==> config.mk <==
export PLATFORM = sky130hd
export DESIGN_NAME = ulpi_interrupt_latch_debug_regs
export DESIGN_NICKNAME = d
export VERILOG_FILES = /design/src/inc/ulpi_intr_pkg.sv /design/src/inc/edge_if.sv /design/src/core/edge_event_detect.sv /design/src/core/two_flop_sync.sv /design/src/core/ulpi_interrupt_latch_debug_regs.sv
export VERILOG_INCLUDE_DIRS = /design/src /design/src/inc
export SDC_FILE = /design/constraint.sdc
export NUM_CORES = 1
export LEC_CHECK = 0
export BUFFER_PORTS_ARGS = -buffer_cell sky130_fd_sc_hd__clkbuf_2
export CORE_MARGIN = 1
export CORE_UTILIZATION = 30
export DETAILED_ROUTE_END_ITERATION = 12
export SYNTH_ARGS = -nofsm -noshare
export SYNTH_HDL_FRONTEND = slang
export SYNTH_SLANG_ARGS = --single-unit
export TNS_END_PERCENT = 20
==> constraint.sdc <==
create_clock -name clk -period 1.65 [get_ports clk]
set_input_delay 0.165 -clock clk [delete_from_list [all_inputs] [get_ports clk]]
set_output_delay 0.165 -clock clk [all_outputs]
set_load 0.005 [all_outputs]
==> src/inc/ulpi_intr_defs.svh <==
// register offsets, field positions and reset values of the interrupt latch block
`ifndef ULPI_INTR_DEFS_SVH
`define ULPI_INTR_DEFS_SVH

// ======================================================================
// register offsets
`define LATCH_ADDR 6'h14
`define MONITOR_ADDR 6'h15
`define SPARE_ADDR 6'h16
`define SPARE_SET_ADDR 6'h17
`define SPARE_CLR_ADDR 6'h18

// ======================================================================
// latch field positions
`define BIT_DETACH 0
`define BIT_SUPPLY 1
`define BIT_SESS_VALID 2
`define BIT_SESS_OVER 3
`define BIT_ID_GND 4
`define NUM_SOURCES 5

// ======================================================================
// reset values
`define LATCH_RESET 5'h00
`define MONITOR_RESET 2'h0
`define SPARE_RESET 8'h00
`define RDATA_RESET 8'h00

`endif

==> src/inc/ulpi_intr_pkg.sv <==
// types shared by the interrupt latch block
package ulpi_intr_pkg;
   typedef logic [7:0] byte_t;
   typedef logic [5:0] addr_t;
   typedef logic [4:0] src_vec_t;
   typedef logic [1:0] line_t;
   // gray-coded register write kinds
   typedef enum logic [1:0] {
      wr_none = 2'h0,
      wr_store = 2'h1,
      wr_set = 2'h3,
      wr_clear = 2'h2
   } wr_op_t;
endpackage

==> src/inc/edge_if.sv <==
// edge detection group between the latch block and its detector
`timescale 1ns/1ps
interface edge_if;
   ulpi_intr_pkg::src_vec_t level;
   ulpi_intr_pkg::src_vec_t rise_en;
   ulpi_intr_pkg::src_vec_t fall_en;
   ulpi_intr_pkg::src_vec_t evt;
   ulpi_intr_pkg::src_vec_t powered;
   modport detector (
      input level,
      input rise_en,
      input fall_en,
      output evt,
      output powered
   );
   modport owner (
      output level,
      output rise_en,
      output fall_en,
      input evt,
      input powered
   );
endinterface

==> src/core/edge_event_detect.sv <==
// per-source rising and falling edge detector with enable masks
`timescale 1ns/1ps
`include "ulpi_intr_defs.svh"
module edge_event_detect (
   // clock and reset
   input wire logic clk,
   input wire logic reset,
   // edge group
   edge_if.detector port
);
   ulpi_intr_pkg::src_vec_t prev_ff;
   ulpi_intr_pkg::src_vec_t nxt_prev;

   // =====================================================================
   // edge detection
   // prev keeps tracking while masked, so enabling later gives no false edge
   always_comb begin
      nxt_prev = port.level;
   end

   always_ff @(posedge clk) begin
      if (reset) begin
         prev_ff <= `LATCH_RESET;
      end else begin
         prev_ff <= nxt_prev;
      end
   end

   assign port.evt = (port.level & ~prev_ff & port.rise_en)
                   | (~port.level & prev_ff & port.fall_en);
   assign port.powered = port.rise_en | port.fall_en;
endmodule // edge_event_detect

==> src/core/two_flop_sync.sv <==
// two flip-flop synchroniser for levels from outside the clock domain
`timescale 1ns/1ps
module two_flop_sync #(
   parameter int WIDTH = 7
) (
   // clock and reset
   input wire logic clk,
   input wire logic reset,
   // levels
   input wire logic [WIDTH-1:0] async_in,
   output logic [WIDTH-1:0] sync_out
);
   logic [WIDTH-1:0] stage1_ff;
   logic [WIDTH-1:0] stage2_ff;
   logic [WIDTH-1:0] nxt_stage1;
   logic [WIDTH-1:0] nxt_stage2;

   // =====================================================================
   // two stages, the first read only by the second
   always_comb begin
      nxt_stage1 = async_in;
      nxt_stage2 = stage1_ff;
   end

   always_ff @(posedge clk) begin
      if (reset) begin
         stage1_ff <= '0;
         stage2_ff <= '0;
      end else begin
         stage1_ff <= nxt_stage1;
         stage2_ff <= nxt_stage2;
      end
   end

   assign sync_out = stage2_ff;
endmodule // two_flop_sync

==> src/core/ulpi_interrupt_latch_debug_regs.sv <==
// interrupt event latch, line level monitor and spare test byte of the register space
// How it works
// - an enabled change on a status source sets its latch bit
// - reading the latch register clears all its bits
// - entering low-power mode clears the latch, keeping only events of the entry cycle
// - entering either serial mode clears the latch, whatever the clock hold setting
// - a source with both edge enables off may power its detector down
// - an event during the latch read shows in the read data, latch stays zero
// - bits: detach 0, supply 1, session valid 2, session over 3, id 4; 7:5 zero
// - detach bit counts only in host mode, both pulldowns on
// - monitor at 15h reads live line levels in bits 1:0, rest zero
// - spare byte resets to 00h, read 16h-18h, write 16h, set 17h, clear 18h
// - each edge counts only when its rising or falling enable bit is one
`timescale 1ns/1ps
`include "ulpi_intr_defs.svh"
module ulpi_interrupt_latch_debug_regs (
   // clock and reset
   input wire logic clk,
   input wire logic reset,
   // register port
   input wire logic [5:0] reg_addr,
   input wire logic reg_rd,
   input wire logic reg_wr,
   input wire logic [7:0] reg_wdata,
   output logic [7:0] reg_rdata,
   output logic reg_rvalid,
   output logic reg_hit,
   // status sources from the analog side
   input wire logic downstream_detach,
   input wire logic supply_valid_flag,
   input wire logic session_valid,
   input wire logic session_over,
   input wire logic id_pin_grounded,
   input wire logic line_level_bit0,
   input wire logic line_level_bit1,
   // edge enables and pulldowns from neighbouring registers
   input wire logic [4:0] rising_edge_enable_reg,
   input wire logic [4:0] falling_edge_enable_reg,
   input wire logic plus_line_pulldown,
   input wire logic minus_line_pulldown,
   // mode entry pulses
   input wire logic low_power_entry,
   input wire logic serial_mode_entry,
   // status out
   output logic latch_pending,
   output logic [4:0] detect_power_en
);
   logic [6:0] sync_vec;
   ulpi_intr_pkg::src_vec_t status_sync;
   ulpi_intr_pkg::line_t line_sync;
   ulpi_intr_pkg::src_vec_t set_vec;
   logic host_mode;
   logic rd_latch;
   logic mode_clear;
   ulpi_intr_pkg::wr_op_t wr_op;

   ulpi_intr_pkg::src_vec_t latch_ff;
   ulpi_intr_pkg::src_vec_t nxt_latch;
   ulpi_intr_pkg::byte_t spare_ff;
   ulpi_intr_pkg::byte_t nxt_spare;
   ulpi_intr_pkg::byte_t rdata_ff;
   ulpi_intr_pkg::byte_t nxt_rdata;
   logic rvalid_ff;
   logic nxt_rvalid;
   logic hit_ff;
   logic nxt_hit;
   logic pending_ff;
   logic nxt_pending;
   ulpi_intr_pkg::src_vec_t power_ff;
   ulpi_intr_pkg::src_vec_t nxt_power;

   // ======================================================================
   // synchronise analog levels
   // line levels ride with the status bits, so both see the same delay
   two_flop_sync #(
      .WIDTH(7)
   ) u_sync (
      .clk(clk),
      .reset(reset),
      .async_in({line_level_bit1, line_level_bit0, id_pin_grounded, session_over,
                 session_valid, supply_valid_flag, downstream_detach}),
      .sync_out(sync_vec)
   );

   assign status_sync = sync_vec[4:0];
   assign line_sync = sync_vec[6:5];

   // ======================================================================
   // edge detection
   edge_if ev ();

   assign ev.level = status_sync;
   assign ev.rise_en = rising_edge_enable_reg;
   assign ev.fall_en = falling_edge_enable_reg;

   edge_event_detect u_edge (
      .clk(clk),
      .reset(reset),
      .port(ev.detector)
   );

   // detach means nothing unless both pulldowns are on
   assign host_mode = plus_line_pulldown & minus_line_pulldown;
   assign set_vec = ev.evt & {4'hf, host_mode};

   // ======================================================================
   // access decode
   // only a latch read steals same-cycle events; other reads leave it alone
   assign rd_latch = reg_rd && (reg_addr == `LATCH_ADDR);
   assign mode_clear = low_power_entry | serial_mode_entry;

   always_comb begin
      wr_op = ulpi_intr_pkg::wr_none;
      if (reg_wr) begin
         case (reg_addr)
            `SPARE_ADDR: wr_op = ulpi_intr_pkg::wr_store;
            `SPARE_SET_ADDR: wr_op = ulpi_intr_pkg::wr_set;
            `SPARE_CLR_ADDR: wr_op = ulpi_intr_pkg::wr_clear;
            default: wr_op = ulpi_intr_pkg::wr_none;
         endcase
      end
   end

   // ======================================================================
   // interrupt event latch
   // a read takes the event into the data instead, so nothing is lost
   always_comb begin
      nxt_latch = latch_ff;
      if (rd_latch) begin
         nxt_latch = `LATCH_RESET;
      end else begin
         if (mode_clear) begin
            nxt_latch = `LATCH_RESET;
         end
         // set beats a mode clear, so an edge in the entry cycle is kept
         nxt_latch = nxt_latch | set_vec;
      end
      nxt_pending = |nxt_latch;
   end

   always_ff @(posedge clk) begin
      if (reset) begin
         latch_ff <= `LATCH_RESET;
         pending_ff <= 1'b0;
      end else begin
         latch_ff <= nxt_latch;
         pending_ff <= nxt_pending;
      end
   end

   // ======================================================================
   // spare test byte, touches nothing else
   // set and clear act on the written ones only
   always_comb begin
      nxt_spare = spare_ff;
      case (wr_op)
         ulpi_intr_pkg::wr_store: nxt_spare = reg_wdata;
         ulpi_intr_pkg::wr_set: nxt_spare = spare_ff | reg_wdata;
         ulpi_intr_pkg::wr_clear: nxt_spare = spare_ff & ~reg_wdata;
         default: nxt_spare = spare_ff;
      endcase
   end

   always_ff @(posedge clk) begin
      if (reset) begin
         spare_ff <= `SPARE_RESET;
      end else begin
         spare_ff <= nxt_spare;
      end
   end

   // ======================================================================
   // read data
   // 17h and 18h read the spare byte too; unknown places read 00h, no hit
   always_comb begin
      nxt_rdata = rdata_ff;
      nxt_rvalid = reg_rd;
      nxt_hit = hit_ff;
      if (reg_rd) begin
         nxt_hit = 1'b1;
         case (reg_addr)
            `LATCH_ADDR: nxt_rdata = {3'h0, latch_ff | set_vec};
            `MONITOR_ADDR: nxt_rdata = {6'h00, line_sync};
            `SPARE_ADDR,
            `SPARE_SET_ADDR,
            `SPARE_CLR_ADDR: nxt_rdata = spare_ff;
            default: begin
               nxt_rdata = `RDATA_RESET;
               nxt_hit = 1'b0;
            end
         endcase
      end
   end

   always_ff @(posedge clk) begin
      if (reset) begin
         rdata_ff <= `RDATA_RESET;
         rvalid_ff <= 1'b0;
         hit_ff <= 1'b0;
      end else begin
         rdata_ff <= nxt_rdata;
         rvalid_ff <= nxt_rvalid;
         hit_ff <= nxt_hit;
      end
   end

   // ======================================================================
   // detector power enables
   // registered so the pin comes straight from a flop, one cycle late
   always_comb begin
      nxt_power = ev.powered;
   end

   always_ff @(posedge clk) begin
      if (reset) begin
         power_ff <= `LATCH_RESET;
      end else begin
         power_ff <= nxt_power;
      end
   end

   assign reg_rdata = rdata_ff;
   assign reg_rvalid = rvalid_ff;
   assign reg_hit = hit_ff;
   assign latch_pending = pending_ff;
   assign detect_power_en = power_ff;
endmodule // ulpi_interrupt_latch_debug_regs

### Yosys cells after proc, flatten, opt, wreduce, memory -nomap -nowiden

Cells that the tools add are included.

| storage, ports and cells | value |
|---|---|
| bits in registers | 48 |
| input bits | 39 |

| operators by class | value |
|---|---|
| bitwise gates (word level) | 16 |
| reduce and logical (&&, ||, !) cells | 5 |
| equality and inequality tests | 8 |
| mux-type cells | 8 |

Operators by type and width:

| cell | number |
|---|---|
| $pmux 8 s3 | 2 |
| $eq 6x5->1 const B | 5 |
| $and 5x5->5 | 5 |
| $or 5x5->5 | 4 |
| $mux 5 | 3 |
| $not 5->5 | 2 |
| $reduce_or 5->1 | 2 |
| $and 8x8->8 | 1 |
| $not 8->8 | 1 |
| $or 8x8->8 | 1 |
| $pmux 2 s3 | 1 |
| $eq 2x2->1 const B | 2 |
| $reduce_bool 3->1 | 1 |
| $reduce_or 3->1 | 1 |
| $eq 2x1->1 const B | 1 |
| $mux 2 | 1 |
| $and 1x1->1 | 1 |
| $logic_and 1x1->1 | 1 |
| $mux 1 | 1 |
| $or 1x1->1 | 1 |

### Depth between registers and ports, before layout

Gate-level depths: netlist (run 1).

| depth | value |
|---|---|
| depth in word-level cells | 8 |
| gate-level depth with buffers | 5 |
| mapped depth without buffers | 5 |

### Cells and area by module

Synthesis (run 1) repeated with hierarchy kept, for this count alone.

| unflattened totals | value |
|---|---|
| cell total of the unflattened synthesis | 194 |
| area, all modules | 1899.3 sq um |

By module, submodules not included:

| module | cells an instance | area an instance (sq um) | seq. area each (sq um) | times used |
|---|---|---|---|---|
| ulpi_interrupt_latch_debug_regs | 135 | 1226.2 | 580.6 | 1 |
| two_flop_sync | 29 | 407.9 | 280.3 | 1 |
| edge_event_detect | 30 | 265.3 | 100.1 | 1 |

### Worst setup path before layout (run 1)

Ideal clock, no wire load.

| path | value |
|---|---|
| path kind | input to register |
| from | input reg_addr[1] |
| to | register spare_ff[7] |
| library setup time | 0.128 ns |
| path buffers | 0 |
| stages | 5 |
| slack | 0.305 ns |
| data arrival time | 1.217 ns |
| required time | 1.522 ns |
| cells stage by stage | or4b_4 -> a21oi_4 -> o21ai_1 -> a22oi_1 -> nor2_1 |

| between the ends | value |
|---|---|
| longest elaborated chain between the ends | 5 |
| elaborated cells on any way between the ends | 10 |
| those cells by class | eq/ne: 6; mux: 3; reduce/logical: 1 |

Ends and longest elaborated chain:

| item | RTL line | text |
|---|---|---|
| start, declared | ulpi_interrupt_latch_debug_regs.sv:21 | `input wire logic [5:0] reg_addr,` |
| $eq 6x5->1 | ulpi_interrupt_latch_debug_regs.sv:115 | `case (reg_addr)` |
| $pmux 2 s3 * | ulpi_interrupt_latch_debug_regs.sv:115 |  |
| $mux 2 * | ulpi_interrupt_latch_debug_regs.sv:114 | `if (reg_wr) begin` |
| $eq 2x2->1 / $eq 2x1->1 (equally long branches) | ulpi_interrupt_latch_debug_regs.sv:156 | `case (wr_op)` |
| $pmux 8 s3 / $reduce_bool 3->1 (equally long branches) | - |  |
| end signal, assigned | ulpi_interrupt_latch_debug_regs.sv:166 | `` spare_ff <= `SPARE_RESET; `` |
| end signal, assigned | ulpi_interrupt_latch_debug_regs.sv:168 | `spare_ff <= nxt_spare;` |
| end, declared | ulpi_interrupt_latch_debug_regs.sv:59 | `ulpi_intr_pkg::byte_t spare_ff;` |

Every way passes the cells marked *; elsewhere a longest branch is shown, timed or not.
A chain may end at the register's enable or synchronous reset.

### Worst setup path in the final report (run 1)

| path | value |
|---|---|
| from | register u_sync.stage2_ff[0] (netlist: u_sync.sync_out[0]) |
| to | register rdata_ff[0] (netlist: reg_rdata[0]) |

| between the ends | value |
|---|---|
| longest elaborated chain between the ends | 7 |
| elaborated cells on any way between the ends | 9 |
| those cells by class | mux: 1; bitwise: 8 |

Ends and longest elaborated chain:

| item | RTL line | text |
|---|---|---|
| start, declared | two_flop_sync.sv:14 | `logic [WIDTH-1:0] stage2_ff;` |
| start signal, assigned | two_flop_sync.sv:31 | `stage2_ff <= nxt_stage2;` |
| $not 5->5 | edge_event_detect.sv:30 | `\| (~port.level & prev_ff & port.fall_en);` |
| $and 5x5->5 (2 in a row) | edge_event_detect.sv:30 |  |
| $or 5x5->5 * | edge_event_detect.sv:30 |  |
| $and 5x5->5 * | ulpi_interrupt_latch_debug_regs.sv:104 | `assign set_vec = ev.evt & {4'hf, host_mode};` |
| $or 5x5->5 * | ulpi_interrupt_latch_debug_regs.sv:182 | `` `LATCH_ADDR: nxt_rdata = {3'h0, latch_ff \| set_vec}; `` |
| $pmux 8 s3 * | ulpi_interrupt_latch_debug_regs.sv:181 | `case (reg_addr)` |
| end signal, assigned | ulpi_interrupt_latch_debug_regs.sv:197 | `` rdata_ff <= `RDATA_RESET; `` |
| end signal, assigned | ulpi_interrupt_latch_debug_regs.sv:201 | `rdata_ff <= nxt_rdata;` |
| end, declared | ulpi_interrupt_latch_debug_regs.sv:61 | `ulpi_intr_pkg::byte_t rdata_ff;` |

Marks and branches as above.

==> key figures, run 1 <==
Logic synthesis
  – Syn Inst Count: 193
  – Synth async-reset ratio: 0%
  – Synthesis-stage register bit count: 48
  – Syn Area/Cell: 9.348 µm²
  – Sequential area share after synthesis: 53.26%
  – Total of warnings raised by yosys: 0
  – Number of enable flip-flop cells after synthesis: 0
  – Most used flip-flop cell after synthesis: dfxtp_1
  – Synthesized net count: 232
  – Synthesized area: 1804 µm²
  – Netlist cell types: 32

STA
  – Final max-slew violation count: 0
  – Worst-Margin Slew: 385.1 ps
  – Final Cycle Share: 80.43%
  – RSZ-0062 raised after global routing: false
  – Post-Route Skew: 7.574 ps
  – Final setup violation count: 0
  – Period minus WS final: 1327 ps
  – Setup_tns: 0 ps
  – Final Hold Fails: 0
  – Slew margin rel.: 74.33%
  – Achievable frequency: 0.7535 GHz

Drt
  – Via-to-Cell Ratio: 4.532
  – Antenna viol nets, final: 0
  – DRT Pass-1 Iters: 4
  – Initial DRC Count: 46
  – Post-Route WL: 3778 µm
  – WL/cell: 11.55 µm
  – Residual DRC: 0
  – Via count: 1482

Final layout
  – Area grow syn2layout: 26.77%
  – Fill cells: 584
  – Layout Nets: 293
  – Most frequent cells in the layout: clkbuf_2 (54), dfxtp_1 (48), nor2_1 (28), nor2b_1 (21), o21ai_0 (15)
  – Util after Layout: 40.54%
  – Diode count: 0
  – Commonest non-fill, non-tap cell in the layout: clkbuf_2
  – Layout cells sized above 1: 29.41%

Clocking
  – H-tree levels: 2
  – Worst-path clk slew: 90 ps
  – CTS-repair resized insts: 0
  – Post-CTS Setup Repair Bufs: 0
  – Clk_lat worst skew: 300 ps
  – CTS buffer count: 5
  – CTS hold repair buffers: 0
  – CTS Sinks: 48
  – Longest Clk Path Bufs: 2
  – CTS root buffer: clkbuf_8
  – CTS tree: yes

Setup path
  – WS Path Type: reg2reg
  – Crit-path slowest cell: dfxtp_1
  – Crit path max fanout: 3
  – FF-to-FF setup slack: 320 ps
  – R2r startpoint: u_sync.sync_out[0]$_SDFF_PP0_
  – Critical Path Sink: reg_rdata[0]$_SDFFE_PP0P_
  – Critical path required time: 1820 ps
  – RR Endpoint: reg_rdata[0]$_SDFFE_PP0P_
  – R2R cell count: 5
  – Worst path max stage delay: 350 ps
  – CP Launch Type: register
  – Arrival @ worst endpoint: 1500 ps
  – Crit path cell chain: nand3b_1 -> a21oi_1 -> or3_1 -> a32oi_1 -> o32ai_1
  – Crit end category: register
  – Crit path from: u_sync.sync_out[0]$_SDFF_PP0_

GRT
  – Vias in the first global route: 1289
  – Gr usage total: 12.29%
  – Overflow left after global routing: 0
  – GR Util met1: 15.70%
  – Met3 Use GR: 5.029%
  – Pin count of the biggest net entering global routing: 24
  – Global-route track usage on met2: 18.97%
  – First-pass GRT wire length: 5920 µm
  – Top Usage Layer GRT: met2
  – Initial antenna violation count: 0

Worst hold path
  – Worst Hold Class: in2reg

Floorplan
  – Top Ports: 55
  – Die Ht: 79.55 µm
  – Core Footprint: 5642 µm²
  – Row count: 27
  – Width of the die: 79.55 µm
  – Initial core utilization: 31.98%
  – Die Area: 6328 µm²

Flow run
  – MaxCap Viol Count: 0

Place
  – Routability Congestion: 0.7836
  – Post-DP HPWL: 2839 µm
  – Port bufs: 54

Pwr
  – Leakage: 0.9420 nW
  – Peak supply drop: 427.5 µV
  – Cell Pwr Density: 929.7 nW/µm²

Run status
  – Status: completed
-- worst min path at each step --
stage	endpoint	startpoint	cells after the start	slack (ps)
after CTS	u_sync.nxt_stage2[1]$_SDFF_PP0_	supply_valid_flag	2	60
final	u_sync.nxt_stage2[3]$_SDFF_PP0_	session_over	2	70
after global routing	u_sync.nxt_stage2[3]$_SDFF_PP0_	session_over	2	70
after detailed placement	u_sync.nxt_stage2[1]$_SDFF_PP0_	supply_valid_flag	2	380
after floorplan	detect_power_en[0]$_SDFF_PP0_	rising_edge_enable_reg[0]	2	280
after global placement	u_sync.nxt_stage2[2]$_SDFF_PP0_	session_valid	2	370
-- worst max-delay path, delay by kind of cell, from the launching register on --
family             cells  cell delay [ps]
AOI/OAI and AO/OA      3              430
DFF                    1              350
and+or+nand+nor        2              420
-- kinds of logic (layout without fill, tap and decap cells) --
logic type / count (synthesis) / count (layout) / share of synthesized area, %
buffers and inverters: 9 / 71 / 1.942
AO/OA/AOI/OAI: 46 / 46 / 18.66
flip-flops: 48 / 48 / 53.26
AND/OR/NAND/NOR: 90 / 90 / 26.15
-- per-stage QoR --
stage | hold slack, ps | setup slack [ps] | cells | area, µm² | total power, mW
CTS | 63.97 | 295.8 | 327 | 2287 | 2.164
detailed placement | 380.2 | 84.15 | 319 | 2190 | 1.428
finish | 69.37 | 322.9 | 327 | 2287 | 2.126
global route | 65.91 | 203.9 | 327 | 2287 | 2.238
global placement | 371.4 | 109.4 | 319 | 2190 | 1.426
floorplan | 280.8 | 305.4 | 193 | 1804 | 1.328
-- power breakdown --
part	switching [mW]	total (mW)	internal [mW]
combinational	0.0956	0.187	0.0918
clock	0.389	0.729	0.340
sequential	0.0131	1.21	1.20
total	0.498	2.13	1.63
-- metal layers --
metal	share of wire, %	wire length [µm]
met1	49	1852
met2	44	1681
met3	5.8	220
met4	0.61	23
met5	0	0
-- synth_stat cells, types with 4 or more instances --
| library cell | number | area share [%] |
|---|---|---|
| a21o_1 | 4 | 1.7 |
| a21oi_1 | 6 | 1.7 |
| a22oi_1 | 8 | 3.3 |
| clkbuf_1 | 4 | 0.83 |
| dfxtp_1 | 48 | 53 |
| nand2_1 | 14 | 2.9 |
| nand2b_1 | 7 | 2.4 |
| nand3_1 | 4 | 1.1 |
| nand3b_1 | 8 | 3.3 |
| nor2_1 | 28 | 5.8 |
| nor2b_1 | 21 | 7.3 |
| o21ai_0 | 15 | 4.2 |
-- sequential cells by signal, summed over array words and instances, names as in the netlist --
name / flops
u_edge.prev_ff: 5
reg_hit: 1
u_sync.sync_out: 7
u_sync.nxt_stage2: 7
spare_ff: 8
reg_rvalid: 1
detect_power_en: 5
latch_ff: 5
latch_pending: 1
reg_rdata: 8
-- layout make-up --
class                           count  area [µm²]  area share (%)
Tap cell                           72       90.09           3.939
Clock buffer                        6       82.58           3.611
Timing Repair Buffer               61       322.8           14.11
Sequential cell                    48       960.9           42.01
Inverter                            2       7.507          0.3282
Multi-Input combinational cell    136       808.3           35.34
Clock inverter                      2       15.01          0.6565
Power figures use the tool's default switching activity.
==> inputs of run 2 (changes only) <==
--- a/config.mk
+++ b/config.mk
@@ -6,6 +6,7 @@
 export SDC_FILE = /design/constraint.sdc
 export NUM_CORES = 1
 export LEC_CHECK = 0
+export ABC_AREA = 1
 export BUFFER_PORTS_ARGS = -buffer_cell sky130_fd_sc_hd__clkbuf_2
 export CORE_MARGIN = 1
 export CORE_UTILIZATION = 30
==> constraint.sdc (replaced) <==
create_clock -name clk -period 1.2 [get_ports clk]
set_input_delay 0.12 -clock clk [delete_from_list [all_inputs] [get_ports clk]]
set_output_delay 0.12 -clock clk [all_outputs]
set_load 0.005 [all_outputs]
==> run 2 against run 1 <==
The flow now finishes with violations (DRC). Combinational power rose by 44%. Setup slack got worse by 200 ps. Power rose by 54%. Sequential power rose by 37%. Synthesized cell count rose by 51%. Sequential share of layout area fell by 3.9 points. Critical path depth rose by 3. Core utilization fell by 1.3 points. Clock-buffer cell count fell by 1. Critical path type unchanged. Largest power group unchanged.
==> key figures, run 2 <==
Run status
  – Status: finished, violations left
  – Violated checks: DRC

Setup path
  – Crit path cell chain: inv_1 -> nor2_1 -> nand2_1 -> nand3_1 -> o21ai_0 -> nand3_1 -> nand2_1 -> inv_1
  – CP Launch Type: register
  – FF-to-FF setup slack: 130 ps
  – R2r startpoint: u_sync.sync_out[1]$_SDFF_PP0_
  – Worst path max stage delay: 300 ps
  – CP bufs+invs: 2
  – Crit path max fanout: 3
  – Arrival @ worst endpoint: 1270 ps
  – WS Path Type: reg2reg
  – Critical path required time: 1390 ps
  – WP depth: 8
  – RR Endpoint: latch_pending$_SDFF_PP0_
  – Critical path's top delay family: simple AND/OR/NAND/NOR gates
  – R2R cell count: 8
  – Crit-path slowest cell: dfxtp_1
  – Crit end category: register

Drt
  – Post-Route WL: 4267 µm
  – WL/cell: 9.993 µm
  – Antenna viol nets, final: 0
  – Residual DRC: 8
  – Via count: 1825
  – DRT Pass-1 Iters: 8
  – Via-to-Cell Ratio: 4.274
  – Initial DRC Count: 67

Logic synthesis
  – Sequential area share after synthesis: 47.64%
  – Synthesized area: 2017 µm²
  – Netlist cell types: 19
  – Most used flip-flop cell after synthesis: dfxtp_1
  – Synth async-reset ratio: 0%
  – Number of enable flip-flop cells after synthesis: 0
  – Synth area leader: dfxtp_1
  – Total of warnings raised by yosys: 0
  – Syn Area/Cell: 6.907 µm²
  – Post-synth top cells: nand2_1 (74), inv_1 (50), nor2_1 (50)
  – Synthesis-stage register bit count: 48
  – Yosys top cell area share: 47.64%
  – Most common cell in the netlist: nand2_1
  – Syn Inst Count: 292
  – Synth area leaders: dfxtp_1 (48%), nand2_1 (14%), inv_1 (9.3%)
  – Synthesized net count: 331

STA
  – Final Hold Fails: 0
  – Period minus WS final: 1072 ps
  – Post-Route Skew: 8.406 ps
  – Final setup violation count: 0
  – RSZ-0062 raised after global routing: false
  – Final max-slew violation count: 0
  – Worst-Margin Slew: 416.5 ps
  – Final Cycle Share: 89.35%
  – Achievable frequency: 0.9326 GHz
  – Slew margin rel.: 72.20%

Final layout
  – Multi-input logic area: 840.8 µm²
  – Layout cells sized above 1: 21.43%
  – Final instance area: 2522 µm²
  – Area grow syn2layout: 25.06%
  – Commonest non-fill, non-tap cell in the layout: nand2_1
  – Layout Nets: 389
  – Diode count: 0
  – Most frequent cells in the layout: nand2_1 (74), clkbuf_2 (54), inv_1 (50), nor2_1 (50), dfxtp_1 (48)
  – FF/Latch Area: 960.9 µm²
  – Fill cells: 709

GRT
  – Overflow left after global routing: 0
  – First-pass GRT wire length: 7631 µm
  – Vias in the first global route: 1721
  – Gr usage total: 13.33%
  – Pin count of the biggest net entering global routing: 37
  – Initial antenna violation count: 0

Pwr
  – Pwr Total: 3.266 mW
  – Cell Pwr Density: 1295 nW/µm²
  – Leakage: 1.297 nW
  – Peak supply drop: 575.6 µV

Floorplan
  – Initial core utilization: 31.40%
  – Width of the die: 84.00 µm
  – Die Area: 7055 µm²
  – Core Footprint: 6422 µm²
  – Top Ports: 55
  – Die Ht: 84.00 µm
  – Row count: 29

Place
  – Post-DP HPWL: 3205 µm
  – Port bufs: 54
  – Placed cell areas: 2359 µm²
  – Routability Congestion: 0.7445

Worst hold path
  – Hold_sp: line_level_bit1
  – Min-Delay Path Depth: 3
  – Min-Delay Endpoint: u_sync.nxt_stage2[6]$_SDFF_PP0_
  – Worst Hold Class: in2reg

Clocking
  – Longest Clk Path Bufs: 2
  – Clk_lat worst skew: 290 ps
  – CTS root buffer: clkbuf_8
  – CTS Sinks: 48
  – Worst-path clk slew: 80 ps
  – H-tree levels: 2
  – CTS tree: yes
  – CTS buffer count: 5

Flow run
  – MaxCap Viol Count: 0
-- run 2: cell types whose count changed in the layout (fill, tap and decap cells not counted), sizes merged, moves of 4 or more --
cell / change
a21o: -4
a22oi: -8
buf: -6
inv: +48
nand2: +65
nand2b: -7
nand3: +27
nand3b: -7
nor2: +27
nor2b: -21
o21ai: -7
-- run 2: repair_timing --
item                       4_1_cts  5_1_grt
buffers inserted                 0        0
setup endpoints to repair        0        1
resized for setup                0        1
hold endpoints to repair         3        0
hold buffers                     3        0
-- run 2: stage by stage --
| stage | hold WS, ps | instances | utilization, % | worst slack (ps) | TNS, ps |
|---|---|---|---|---|---|
| finish | 12.42 | 427 | 39.28 | 127.8 | 0 |
| floorplan | 227.0 | 292 | - | 260.6 | 0 |
| detailed placement | 315.4 | 417 | 36.72 | -3.674 | -3.674 |
| global placement | 312.1 | 417 | 36.72 | 8.191 | 0 |
| CTS | 0.1872 | 427 | 39.20 | 118.1 | 0 |
| global route | 6.637 | 427 | 39.28 | 12.60 | 0 |
-- run 2: worst max path at each step --
stage	start	end
floorplan	u_sync.sync_out[2]$_SDFF_PP0_	latch_pending$_SDFF_PP0_
global placement	reg_addr[1]	latch_pending$_SDFF_PP0_
detailed placement	reg_addr[1]	latch_pending$_SDFF_PP0_
CTS	u_sync.sync_out[2]$_SDFF_PP0_	latch_pending$_SDFF_PP0_
global route	u_sync.sync_out[3]$_SDFF_PP0_	latch_pending$_SDFF_PP0_
finish	u_sync.sync_out[1]$_SDFF_PP0_	latch_pending$_SDFF_PP0_
-- run 2: report_power, final --
part	internal [mW]	switching, mW	total [mW]	leakage [nW]
clock	0.820	0.512	1.33	0.0642
combinational	0.113	0.157	0.269	0.840
sequential	1.65	0.0178	1.66	0.393
total	2.58	0.687	3.27	1.30
-- run 2: logic make-up after synthesis --
group / count (synthesis) / share of synthesized area (%)
AOI/OAI and AO/OA: 19 / 4.839
buffers and inverters: 57 / 10.92
DFF: 48 / 47.64
and+or+nand+nor: 168 / 36.60
-- run 2: worst reg2reg max path: stages (launching register included) --
cell     delay (ps)
dfxtp_1         300
inv_1            80
nor2_1           50
nand2_1          80
nand3_1          90
o21ai_0         180
nand3_1         100
nand2_1          60
inv_1            40
-- run 2: cell type report --
| type | instances | area share, % |
|---|---|---|
| inverter | 50 | 7.440 |
| clock inverter | 2 | 2.381 |
| tap | 77 | 3.819 |
| timing repair buffer | 58 | 12.20 |
| clock buffer | 5 | 2.728 |
| multi-input combinational | 187 | 33.33 |
| sequential | 48 | 38.10 |
-- run 2: layer usage --
metal	global-route usage, %	wire [µm]	vias to the layer above
met5	0	0	-
met4	3.292	19	0
met3	3.858	240	2
met2	21.24	1881	39
met1	17.70	2126	792
li1	-	-	992
